`config.mk`:
```
export PLATFORM = sky130hd
export DESIGN_NAME = wdrc_top
export DESIGN_NICKNAME = d
export VERILOG_FILES = /design/src/shared/wdrc_pkg.sv /design/src/logic/wdrc_top.sv
export VERILOG_INCLUDE_DIRS = /design/src /design/src/shared
export SDC_FILE = /design/constraint.sdc
export NUM_CORES = 1
export LEC_CHECK = 0
export BUFFER_PORTS_ARGS = -buffer_cell sky130_fd_sc_hd__clkbuf_2
export CAP_MARGIN = 10
export CORE_MARGIN = 2
export CORE_UTILIZATION = 55
export DETAILED_ROUTE_END_ITERATION = 10
export PLACE_DENSITY = 0.83
export SYNTH_ARGS = -nofsm -noshare
export SYNTH_HDL_FRONTEND = slang
export SYNTH_SLANG_ARGS = --single-unit
export TNS_END_PERCENT = 20
```
`constraint.sdc`:
```
create_clock -name clk_i -period 6.55 [get_ports clk_i]
set_input_delay 0.655 -clock clk_i [delete_from_list [all_inputs] [get_ports clk_i]]
set_output_delay 0.655 -clock clk_i [all_outputs]
set_load 0.005 [all_outputs]
```
`src/shared/wdrc_cfg.svh`:
```
// register offsets, field positions, reset values and timing counts of the
// watchdog and reset-pin control block; definitions only
`ifndef WDRC_CFG_SVH
`define WDRC_CFG_SVH

// ----------------------------------------------------------------------
// register byte offsets (word aligned)
// ----------------------------------------------------------------------
`define WDRC_OFS_WDT_CTRL 4'h0
`define WDRC_OFS_FLAGS 4'h4
`define WDRC_OFS_PIN_KEY 4'h8
`define WDRC_OFS_STATUS 4'hc

// ----------------------------------------------------------------------
// field positions and codes
// ----------------------------------------------------------------------
`define WDRC_KEY_MSB 7
`define WDRC_KEY_LSB 3
`define WDRC_PER_MSB 2
`define WDRC_KEY_OFF 5'h15
`define WDRC_KEY_ON 5'h0a
`define WDRC_PIN_IO 8'h55
`define WDRC_PIN_RESET 8'haa
`define WDRC_FLG_WKEY 0
`define WDRC_FLG_PKEY 3
`define WDRC_FLG_SYSKEEP 7
`define WDRC_STS_TO 0
`define WDRC_STS_PDOWN 1

// ----------------------------------------------------------------------
// reset values
// ----------------------------------------------------------------------
`define WDRC_POR_WDT_CTRL 8'h53
`define WDRC_POR_PIN_KEY 8'h55

// ----------------------------------------------------------------------
// timing
// ----------------------------------------------------------------------
`define WDRC_CLK_NS 50
`define WDRC_REL_DLY_NS 1000
`define WDRC_REL_DLY_CYC ((`WDRC_REL_DLY_NS + `WDRC_CLK_NS - 1) / `WDRC_CLK_NS)
`define WDRC_KEY_DLY_EDGES 2'h2

`endif

```
`src/shared/wdrc_pkg.sv`:
```
// types shared by the watchdog and reset-pin control block
// assumes wdrc_cfg.svh is included by the files that need the constants
package wdrc_pkg;

  // ----------------------------------------------------------------------
  // device reset sequencer
  // ----------------------------------------------------------------------
  typedef enum logic [1:0] {
    WDRC_RUN = 2'b00,
    WDRC_HOLD = 2'b01,
    WDRC_DELAY = 2'b10
  } wdrc_rst_state_e;

endpackage

```
`src/logic/wdrc_top.sv`:
```
// watchdog timer, enable key, reset-pin key and reset sequencing
// assumes a classic wishbone master on clk_i, sub clocks and the shared
// reset pin arrive asynchronously, rst_i is the power-on reset
//
// Functional notes
// - counter ticks only on selected sub clock
// - period field selects two-power time-out
// - key 10101 stops, 01010 runs watchdog
// - bad enable key resets after 2-3 rc; the logic resets on the second rc edge, 1-2 rc later
// - bad key sets flag, software clears
// - power-on: key enabled, period 011
// - normal time-out: device reset, flag set
// - low-power time-out: clear pc and sp
// - pin, key reset, clear, halt clear count
// - pin key selects io or reset pin
// - bad pin key resets, sets flag
// - power-on: pin key selects io
// - enabled pin low resets device
// - extra delay after reset release
// - power-on presets ports high, pc zero
// - flag bits six to four read zero
// - time-out sets power-down flag when sleeping
// - deep sleep, watchdog off: clear and stop
//
// Added by the designer: the register offsets and the Wishbone register port.
`timescale 1ns/1ns
`include "wdrc_cfg.svh"

module wdrc_top import wdrc_pkg::*; #(
  parameter int REL_DLY_CYC = `WDRC_REL_DLY_CYC
) (
  input wire logic clk_i,
  input wire logic rst_i,
  input wire logic wb_cyc_i,
  input wire logic wb_stb_i,
  input wire logic wb_we_i,
  input wire logic [3:0] wb_adr_i,
  input wire logic [3:0] wb_sel_i,
  input wire logic [31:0] wb_dat_i,
  output logic [31:0] wb_dat_o,
  output logic wb_ack_o,
  input wire logic xtal_sub_clk_i,
  input wire logic rc_sub_clk_i,
  input wire logic sub_src_xtal_i,
  input wire logic reset_pin_n_i,
  input wire logic wd_clear_i,
  input wire logic halt_i,
  input wire logic idle_en_i,
  input wire logic wake_i,
  output logic dev_reset_o,
  output logic port_preset_o,
  output logic pc_sp_clear_o,
  output logic pin_is_reset_o,
  output logic idle_sys_keep_o
);

  // ----------------------------------------------------------------------
  // pin synchronisers: 0 crystal sub clock, 1 rc sub clock, 2 reset pin
  // ----------------------------------------------------------------------
  logic [2:0] in_raw;
  logic [2:0] filt_r;
  logic [2:0] rise_r;
  assign in_raw = {reset_pin_n_i, rc_sub_clk_i, xtal_sub_clk_i};

  genvar g;
  generate
    for (g = 0; g < 3; g++) begin : g_sync
      logic [2:0] sh_r;
      logic filt_nxt;
      // a change is taken only when the second and third stage agree
      always_comb begin
        filt_nxt = (sh_r[1] == sh_r[2]) ? sh_r[2] : filt_r[g];
      end
      always_ff @(posedge clk_i) begin
        if (rst_i) begin
          sh_r <= 3'h7;
          filt_r[g] <= 1'b1;
          rise_r[g] <= 1'b0;
        end else begin
          sh_r <= {sh_r[1:0], in_raw[g]};
          filt_r[g] <= filt_nxt;
          rise_r[g] <= filt_nxt & ~filt_r[g];
        end
      end
    end
  endgenerate

  // ----------------------------------------------------------------------
  // state and helpers
  // ----------------------------------------------------------------------
  logic [7:0] wdt_ctrl_r, wdt_ctrl_nxt;
  logic [7:0] pin_key_r, pin_key_nxt;
  logic wkey_flag_r, wkey_flag_nxt;
  logic pkey_flag_r, pkey_flag_nxt;
  logic syskeep_r, syskeep_nxt;
  logic to_r, to_nxt;
  logic pdown_r, pdown_nxt;
  logic [17:0] cnt_r, cnt_nxt;
  logic lowpwr_r, lowpwr_nxt;
  logic stopped_r, stopped_nxt;
  logic [1:0] wkey_dly_r, wkey_dly_nxt;
  logic [1:0] pkey_dly_r, pkey_dly_nxt;
  wdrc_rst_state_e st_r, st_nxt;
  logic [15:0] dly_r, dly_nxt;
  logic dev_reset_nxt, pcsp_nxt;
  logic ack_nxt;
  logic [31:0] rdat_nxt;

  logic [4:0] key;
  logic wkey_bad, pkey_bad, wdt_on, sub_tick, pin_low, timeout;
  logic wkey_fire, pkey_fire, req, wr_go;

  function automatic logic [17:0] period_mask(input logic [2:0] sel);
    case (sel)
      3'h0: period_mask = 18'h000ff;
      3'h1: period_mask = 18'h003ff;
      3'h2: period_mask = 18'h00fff;
      3'h3: period_mask = 18'h03fff;
      3'h4: period_mask = 18'h07fff;
      3'h5: period_mask = 18'h0ffff;
      3'h6: period_mask = 18'h1ffff;
      default: period_mask = 18'h3ffff;
    endcase
  endfunction

  assign key = wdt_ctrl_r[`WDRC_KEY_MSB:`WDRC_KEY_LSB];
  assign wdt_on = (key == `WDRC_KEY_ON);
  assign wkey_bad = !wdt_on && (key != `WDRC_KEY_OFF);
  assign pkey_bad = (pin_key_r != `WDRC_PIN_IO) && (pin_key_r != `WDRC_PIN_RESET);
  assign sub_tick = sub_src_xtal_i ? rise_r[0] : rise_r[1];
  // reset pin acts only in reset mode
  assign pin_low = (pin_key_r == `WDRC_PIN_RESET) && !filt_r[2];
  // time-out when the next tick reaches the selected power
  assign timeout = wdt_on && !stopped_r && sub_tick
                   && (cnt_r == period_mask(wdt_ctrl_r[`WDRC_PER_MSB:0]));
  // second rc edge after the bad key lands 1-2 rc cycles later
  assign wkey_fire = wkey_bad && rise_r[1] && (wkey_dly_r == `WDRC_KEY_DLY_EDGES - 2'h1);
  // same delay for the pin key
  assign pkey_fire = pkey_bad && rise_r[1] && (pkey_dly_r == `WDRC_KEY_DLY_EDGES - 2'h1);
  assign req = wb_cyc_i && wb_stb_i;
  assign wr_go = req && wb_we_i && wb_ack_o && wb_sel_i[0];

  // ----------------------------------------------------------------------
  // wishbone answer: ack one cycle after the request, one cycle wide
  // ----------------------------------------------------------------------
  always_comb begin
    ack_nxt = req && !wb_ack_o;
    rdat_nxt = 32'h0;
    if (wb_adr_i == `WDRC_OFS_WDT_CTRL) begin
      rdat_nxt[7:0] = wdt_ctrl_r;
    end else if (wb_adr_i == `WDRC_OFS_FLAGS) begin
      // bits six to four and the undervoltage flags read zero
      rdat_nxt[`WDRC_FLG_SYSKEEP] = syskeep_r;
      rdat_nxt[`WDRC_FLG_PKEY] = pkey_flag_r;
      rdat_nxt[`WDRC_FLG_WKEY] = wkey_flag_r;
    end else if (wb_adr_i == `WDRC_OFS_PIN_KEY) begin
      rdat_nxt[7:0] = pin_key_r;
    end else if (wb_adr_i == `WDRC_OFS_STATUS) begin
      rdat_nxt[`WDRC_STS_TO] = to_r;
      rdat_nxt[`WDRC_STS_PDOWN] = pdown_r;
    end
  end

  always_ff @(posedge clk_i) begin
    if (rst_i) begin
      wb_ack_o <= 1'b0;
      wb_dat_o <= 32'h0;
    end else begin
      wb_ack_o <= ack_nxt;
      wb_dat_o <= rdat_nxt;
    end
  end

  // ----------------------------------------------------------------------
  // watchdog, keys, flags and reset sequencing
  // ----------------------------------------------------------------------
  always_comb begin
    wdt_ctrl_nxt = wdt_ctrl_r;
    pin_key_nxt = pin_key_r;
    wkey_flag_nxt = wkey_flag_r;
    pkey_flag_nxt = pkey_flag_r;
    syskeep_nxt = syskeep_r;
    to_nxt = to_r;
    pdown_nxt = pdown_r;
    cnt_nxt = cnt_r;
    lowpwr_nxt = lowpwr_r;
    stopped_nxt = stopped_r;
    st_nxt = st_r;
    dly_nxt = dly_r;
    pcsp_nxt = 1'b0;
    wkey_dly_nxt = wkey_bad ? (wkey_dly_r + {1'b0, rise_r[1]}) : 2'h0;
    pkey_dly_nxt = pkey_bad ? (pkey_dly_r + {1'b0, rise_r[1]}) : 2'h0;

    if (wr_go) begin
      if (wb_adr_i == `WDRC_OFS_WDT_CTRL) begin
        wdt_ctrl_nxt = wb_dat_i[7:0];
      end else if (wb_adr_i == `WDRC_OFS_PIN_KEY) begin
        pin_key_nxt = wb_dat_i[7:0];
      end else if (wb_adr_i == `WDRC_OFS_FLAGS) begin
        syskeep_nxt = wb_dat_i[`WDRC_FLG_SYSKEEP];
        // writing zero clears, a one leaves the flag alone
        if (!wb_dat_i[`WDRC_FLG_WKEY]) begin
          wkey_flag_nxt = 1'b0;
        end
        if (!wb_dat_i[`WDRC_FLG_PKEY]) begin
          pkey_flag_nxt = 1'b0;
        end
      end
    end

    // count sub clock ticks while enabled and not stopped
    if (wdt_on && !stopped_r && sub_tick) begin
      cnt_nxt = cnt_r + 18'h1;
    end
    if (wd_clear_i) begin
      cnt_nxt = 18'h0;
    end
    if (halt_i && !lowpwr_r) begin
      // halt clears the count and enters low power
      cnt_nxt = 18'h0;
      lowpwr_nxt = 1'b1;
      pdown_nxt = 1'b1;
      to_nxt = 1'b0;
      // deep sleep with watchdog off stops the count
      stopped_nxt = !idle_en_i && !wdt_on;
    end
    if (wake_i) begin
      lowpwr_nxt = 1'b0;
      stopped_nxt = 1'b0;
    end

    if (timeout) begin
      cnt_nxt = 18'h0;
      to_nxt = 1'b1;
      if (lowpwr_r) begin
        // low-power time-out clears pc and sp only, wakes up
        pcsp_nxt = 1'b1;
        pdown_nxt = 1'b1;
        lowpwr_nxt = 1'b0;
      end
    end

    // set wins over a simultaneous software clear
    if (wkey_fire) begin
      wkey_flag_nxt = 1'b1;
    end
    if (pkey_fire) begin
      pkey_flag_nxt = 1'b1;
    end

    // causes hold the device in reset, then a fixed delay
    case (st_r)
      WDRC_RUN: begin
        if (wkey_fire || pkey_fire || pin_low || (timeout && !lowpwr_r)) begin
          st_nxt = WDRC_HOLD;
        end
      end
      WDRC_HOLD: begin
        if (!pin_low) begin
          st_nxt = WDRC_DELAY;
          dly_nxt = 16'(REL_DLY_CYC - 1);
        end
      end
      WDRC_DELAY: begin
        // a new cause during the delay must not be lost
        if (pin_low || wkey_fire || pkey_fire || (timeout && !lowpwr_r)) begin
          st_nxt = WDRC_HOLD;
        end else if (dly_r == 16'h0) begin
          st_nxt = WDRC_RUN;
        end else begin
          dly_nxt = dly_r - 16'h1;
        end
      end
      default: begin
        st_nxt = WDRC_RUN;
      end
    endcase

    if (st_r == WDRC_HOLD) begin
      // device reset restores keys and clears the count
      cnt_nxt = 18'h0;
      wdt_ctrl_nxt = `WDRC_POR_WDT_CTRL;
      // a pin reset keeps the reset function until the pin is released
      if (!pin_low) begin
        pin_key_nxt = `WDRC_POR_PIN_KEY;
      end
      lowpwr_nxt = 1'b0;
      stopped_nxt = 1'b0;
    end
    dev_reset_nxt = (st_nxt != WDRC_RUN);
  end

  always_ff @(posedge clk_i) begin
    if (rst_i) begin
      wdt_ctrl_r <= `WDRC_POR_WDT_CTRL;
      pin_key_r <= `WDRC_POR_PIN_KEY;
      wkey_flag_r <= 1'b0;
      pkey_flag_r <= 1'b0;
      syskeep_r <= 1'b0;
      to_r <= 1'b0;
      pdown_r <= 1'b0;
      cnt_r <= 18'h0;
      lowpwr_r <= 1'b0;
      stopped_r <= 1'b0;
      wkey_dly_r <= 2'h0;
      pkey_dly_r <= 2'h0;
      st_r <= WDRC_DELAY;
      dly_r <= 16'(REL_DLY_CYC - 1);
      dev_reset_o <= 1'b1;
      pc_sp_clear_o <= 1'b0;
      // ports preset high while the power-on reset lasts
      port_preset_o <= 1'b1;
      pin_is_reset_o <= 1'b0;
      idle_sys_keep_o <= 1'b0;
    end else begin
      wdt_ctrl_r <= wdt_ctrl_nxt;
      pin_key_r <= pin_key_nxt;
      wkey_flag_r <= wkey_flag_nxt;
      pkey_flag_r <= pkey_flag_nxt;
      syskeep_r <= syskeep_nxt;
      to_r <= to_nxt;
      pdown_r <= pdown_nxt;
      cnt_r <= cnt_nxt;
      lowpwr_r <= lowpwr_nxt;
      stopped_r <= stopped_nxt;
      wkey_dly_r <= wkey_dly_nxt;
      pkey_dly_r <= pkey_dly_nxt;
      st_r <= st_nxt;
      dly_r <= dly_nxt;
      dev_reset_o <= dev_reset_nxt;
      pc_sp_clear_o <= pcsp_nxt;
      port_preset_o <= dev_reset_nxt;
      pin_is_reset_o <= (pin_key_nxt == `WDRC_PIN_RESET);
      idle_sys_keep_o <= syskeep_nxt;
    end
  end
endmodule

```
After elaboration in Yosys (flattened, before gate mapping)
Index checks and enable logic that the tools add are counted.
{"block": "totals", "output_inout_bits": 38, "in_bits": 53, "regBits": 113}
{"block": "op_classes", "bitwise": 9, "n_addsub": 4, "n_mux": 49, "reduce_logical": 52, "eq_ne": 32}
{"cell": "one-hot mux 18 bit (7 select lines)", "n": 1}
{"cell": "two-way mux 16 bit", "n": 3}
{"cell": "two-way mux 8 bit", "n": 6}
{"cell": "one-hot mux 16 bit (2 select lines)", "n": 1}
{"cell": "two-way mux 1 bit", "n": 28}
{"cell": "adder 18 x 1 -> 18 bit (second input constant)", "n": 1}
{"cell": "equality test 18 bit", "n": 1}
{"cell": "logical AND 1 bit", "n": 18}
{"cell": "equality test 8 bit (second input constant)", "n": 2}
{"cell": "logical NOT 16 bit", "n": 1}
{"cell": "subtractor 16 x 1 -> 16 bit (second input constant)", "n": 1}
{"cell": "two-way mux 2 bit", "n": 7}
{"cell": "inequality test 2 bit (second input constant)", "n": 7}
{"cell": "nonzero test 2 bit", "n": 7}
{"cell": "AND reduction 5 bit", "n": 2}
{"cell": "equality test 3 bit (second input constant)", "n": 3}
{"cell": "equality test 4 bit (second input constant)", "n": 2}
{"cell": "inequality test 8 x 7 -> 1 bit (second input constant)", "n": 1}
{"cell": "inequality test 8 bit (second input constant)", "n": 1}
{"cell": "AND reduction 4 bit", "n": 2}
{"cell": "OR reduction 2 bit", "n": 4}
{"cell": "inverter 1 bit", "n": 7}
{"cell": "equality test 2 x 1 -> 1 bit (second input constant)", "n": 3}
{"cell": "equality test 3 x 2 -> 1 bit (second input constant)", "n": 2}
{"cell": "20 further kinds", "n": 35}

Depth between registers and ports, before layout
{"block": "depth", "ltp_word": 11, "mapped_depth": 9}

Worst setup path after synthesis
OpenSTA, ideal clock, no wires.
{"block": "synth_path", "kind": "input to register", "start": "input sub_src_xtal_i", "end": "register dly_r[1]", "n_path_buf": 1, "stages": 7, "arrival_time_ns": 2.421, "slack_ns": 4.057, "t_required_ns": 6.478, "cell_sequence": "mux2_2 nand4_4 or4_4 nor4b_4 buf_6 or2_4 mux2i_1"}
{"block": "synth_between", "elab_chain_len": 7}
{"element": "from (decl)", "line_no": "wdrc_top.sv:44", "rtl": "input wire logic sub_src_xtal_i,"}
{"element": "two-way mux 1 bit", "line_no": "wdrc_top.sv:130", "rtl": "assign sub_tick = sub_src_xtal_i ? rise_r[0] : rise_r[1];"}
{"element": "logical AND 1 bit (2 in a row)", "line_no": "wdrc_top.sv:134", "rtl": "assign timeout = wdt_on && !stopped_r && sub_tick"}
{"element": "logical AND 1 bit", "line_no": "wdrc_top.sv:266", "rtl": "if (pin_low || wkey_fire || pkey_fire || (timeout && !lowpwr_r)) begin"}
{"element": "logical OR 1 bit", "line_no": "wdrc_top.sv:266"}
{"element": "inequality test 2 bit (no line)"}
{"element": "AND reduction 4 bit (no line)"}
{"element": "to (signal assigned)", "line_no": "wdrc_top.sv:308", "rtl": "dly_r <= 16'(REL_DLY_CYC - 1);"}
{"element": "to (signal assigned)", "line_no": "wdrc_top.sv:329", "rtl": "dly_r <= dly_nxt;"}
{"element": "to (decl)", "line_no": "wdrc_top.sv:104", "rtl": "logic [15:0] dly_r, dly_nxt;"}
No other way between the ends.
A chain may end at the register's enable or synchronous reset.

Worst setup path after layout
{"block": "layout_path", "start": "register wdt_ctrl_r[7]", "end": "register cnt_r[11]"}
{"block": "layout_between", "elab_chain_len": 5}
{"element": "from (decl)", "line_no": "wdrc_top.sv:91", "rtl": "logic [7:0] wdt_ctrl_r, wdt_ctrl_nxt;"}
{"element": "from (signal assigned)", "line_no": "wdrc_top.sv:295", "rtl": "wdt_ctrl_r <= `WDRC_POR_WDT_CTRL;"}
{"element": "from (signal assigned)", "line_no": "wdrc_top.sv:316", "rtl": "wdt_ctrl_r <= wdt_ctrl_nxt;"}
{"element": "equality test 5 x 4 -> 1 bit (no line) (*)"}
{"element": "logical AND 1 bit (*) (2 in a row)", "line_no": "wdrc_top.sv:134, wdrc_top.sv:212"}
{"element": "logical AND 1 bit", "line_no": "wdrc_top.sv:134"}
{"element": "OR reduction 5 bit (no line)"}
{"element": "to (signal assigned)", "line_no": "wdrc_top.sv:323", "rtl": "cnt_r <= cnt_nxt;"}
{"element": "to (decl)", "line_no": "wdrc_top.sv:98", "rtl": "logic [17:0] cnt_r, cnt_nxt;"}
Mark *: on every way between the ends. The rest lies on a longest branch, timed or not.

==> qor.yml <==
drt_iter0_drc: 313
drive_gt1_frac: 0.1885
p_leak_uw: 0.001864
post-route-drc-count: 0
final_nets: 556
synth_ff_type: "dfxtp_1"
yosysWarnings: 0
rsz0062_at_grt: "false"
synth-edff-count: 0
fin_setup_tns_ns: 0
vdd_drop_max_mv: 0.1177
syn_to_final_growth_pct: 8.214
grt_pass1_vias: 3108
ys_types: 62
synthCells: 467
track_usage: 0.2156
arrival_ns: 2.97
syn_area_um2: 4280
met1Wirelength_um: 3999
fin_skew_ns: 0.01266
core_um2: 7647
async_reset_ff_frac: 0
wire_per_inst_um: 14.32
setup_viol: 0
max_clock_freq_mhz: 363.6
worstSetupPathType: "register to register"
cts_setup_buffers: 0
die_area_um2: 8505
htreeDepth: 3
dpl.hpwl_um: 6372
clock_path_buffers: 2
dr_wl_met2_um: 3977
cts_resized: 0
reg2reg_setup_slack_ns: 3.80
ys_seq_elements: 89
numCtsBuffers: 9
p_per_area_nw_per_um2: 218.9
routed_wl_um: 8679
chipWidth_um: 92.22
num_vias: 3393
antenna_cells: 0
cap_violations: 0
top_layer_used: "met4"
grt.overflow.total: 0
cts_tree: "done"
finalCriticalPeriod_ns: 2.750
maxSlewHeadroom: 0.4048
grt_max_degree: 34
cp-end-kind: "register"
fp.dieH_um: 92.22
via_per_inst: 5.599
first_pass_iters: 5
cts_hold_buf: 0
yosysSeqAreaShare: 0.4163
status: "finished, final reports clean"
row_count: 32
clock_latency_ns: 0.36
io_buffers: 39
drv_slew: 0
grt_pass1_wl_um: 14700
cp.required_ns: 6.77
cts.sinks: 89
hold_viol: 0
startpoint_type: "register"
wl_met3_um: 542
clk_pin_slew_worst_paths_ns: 0.09
hold_class: "register to register"
antenna_found_initial: 0
final_util: 0.6057
root_buffer: "clkbuf_8"
ant_nets: 0
num_io_pins: 91
start_util: 0.5597
fin_crit_sh: 0.4198
syn_area_per_cell_um2: 9.166
gp_congestion: 0.9045
path_max_fanout: 18
worst_pin_slew_ns: 0.8847
## Yosys cell counts (10+ instances only)
cell	n	area, um2
dfxtp_1	89	1782
nor2_1	62	232.7
nand2_1	32	120.1
mux2i_1	31	310.3
buf_4	26	195.2
a21oi_1	22	110.1
nand3_1	13	65.06
nor3_1	13	65.06
or3_1	12	75.07
nand4_1	11	68.82
xor2_1	11	96.34
or2_2	10	62.56
## cell families after synthesis
kind of cell,Yosys count,synth area share
compound gates,50,0.07104
xor+xnor,19,0.03888
fa+ha+maj,4,0.01169
buf+inv,48,0.07220
flops,89,0.4163
mux,33,0.08039
other cells,1,0.0008761
simple gates,223,0.3087
## power breakdown
part / total (uW) / internal [uW] / leakage, uW / switching [uW]
clock: 411 / 215 / 0.000106 / 196
sequential: 553 / 548 / 0.000721 / 5.72
combinational: 49.8 / 19.9 / 0.00104 / 29.8
total: 1010 / 782 / 0.00186 / 231
## state kept, by name, summed over array words and instances, names as in the netlist
signal and flops:
wdt_ctrl_r 8, stopped_r 1, wkey_flag_r 1, to_r 1
rise_r 2, pkey_flag_r 1, syskeep_r 1, filt_r 3
dly_r 16, pin_key_r 8, g_sync.sh_r 9, wkey_dly_r 2
pin_is_reset_o 1, wb_ack_o 1, pc_sp_clear_o 1, pdown_r 1
pkey_dly_r 2, port_preset_o 1, wb_dat_o 8, cnt_r 18
lowpwr_r 1, st_r 2
## final timing paths
| path | startpoint | to | cells after the start |
|---|---|---|---|
| max | wdt_ctrl_r[7] | cnt_r[11] | 6 |
| min | g_sync[2].sh_r[0] | g_sync[2].sh_r[1] | 1 |
| min reg2reg | g_sync[2].sh_r[0] | g_sync[2].sh_r[1] | 1 |
| max reg2reg | wdt_ctrl_r[7] | cnt_r[11] | 6 |
## per-layer routing
| metal | vias to the layer above | global-route usage |
|---|---|---|
| met5 | - | 0 |
| met4 | 0 | 0.07836 |
| met3 | 15 | 0.04437 |
| met2 | 103 | 0.3297 |
| met1 | 1608 | 0.3016 |
| li1 | 1667 | - |
## critical path, cell delays in order, from the launching register on
cell	delay, ns
dfxtp_1	0.38
nor4b_4	0.36
nand4_4	0.18
nor3_1	0.73
and4bb_2	0.36
or4_1	0.50
nor2_1	0.11
## cells in the final DEF, fill, tap and decap left out, types with 4 or more instances in the layout
cell type,Yosys,routed
clkbuf_2,0,39
or2_2,10,10
nor2_1,62,62
xnor2_1,8,8
a21oi_1,22,22
or3_1,12,12
conb_1,1,24
o21ai_1,4,4
and3_1,7,7
o21ai_0,5,5
nand2_1,32,32
nor3_2,4,4
or4_1,8,8
nor3_1,13,13
mux2i_1,31,31
nand2b_1,8,8
nand3_1,13,13
o31ai_1,5,5
nand4_1,11,11
dfxtp_1,89,89
nor4b_1,4,4
clkbuf_8,0,9
nor2b_1,6,6
inv_1,5,5
xor2_1,11,11
ha_1,4,4
## per-stage QoR
step           area (um2)  hold WS (ns)  power [uW]  worst slack [ns]  instances
2_1_floorplan        4367        0.3895       606.9             4.057        490
3_3_place_gp         4414        0.3941       613.3             3.605        590
3_5_place_dp         4414        0.3941       615.7             3.533        590
4_1_cts              4632        0.4138        1019             3.778        606
5_1_grt              4632        0.4328        1056             3.481        606
6_report             4632        0.4119        1014             3.800        606
## cell type report
type,instances,area (um2)
Multi-Input combinational cell,353,2276
Tap cell,102,127.6
Inverter,5,18.77
Fill cell,688,3015
Clock buffer,9,123.9
Clock inverter,7,93.84
Timing Repair Buffer,41,210.2
Sequential cell,89,1782
No activity file was read; power rests on OpenSTA's default activity.
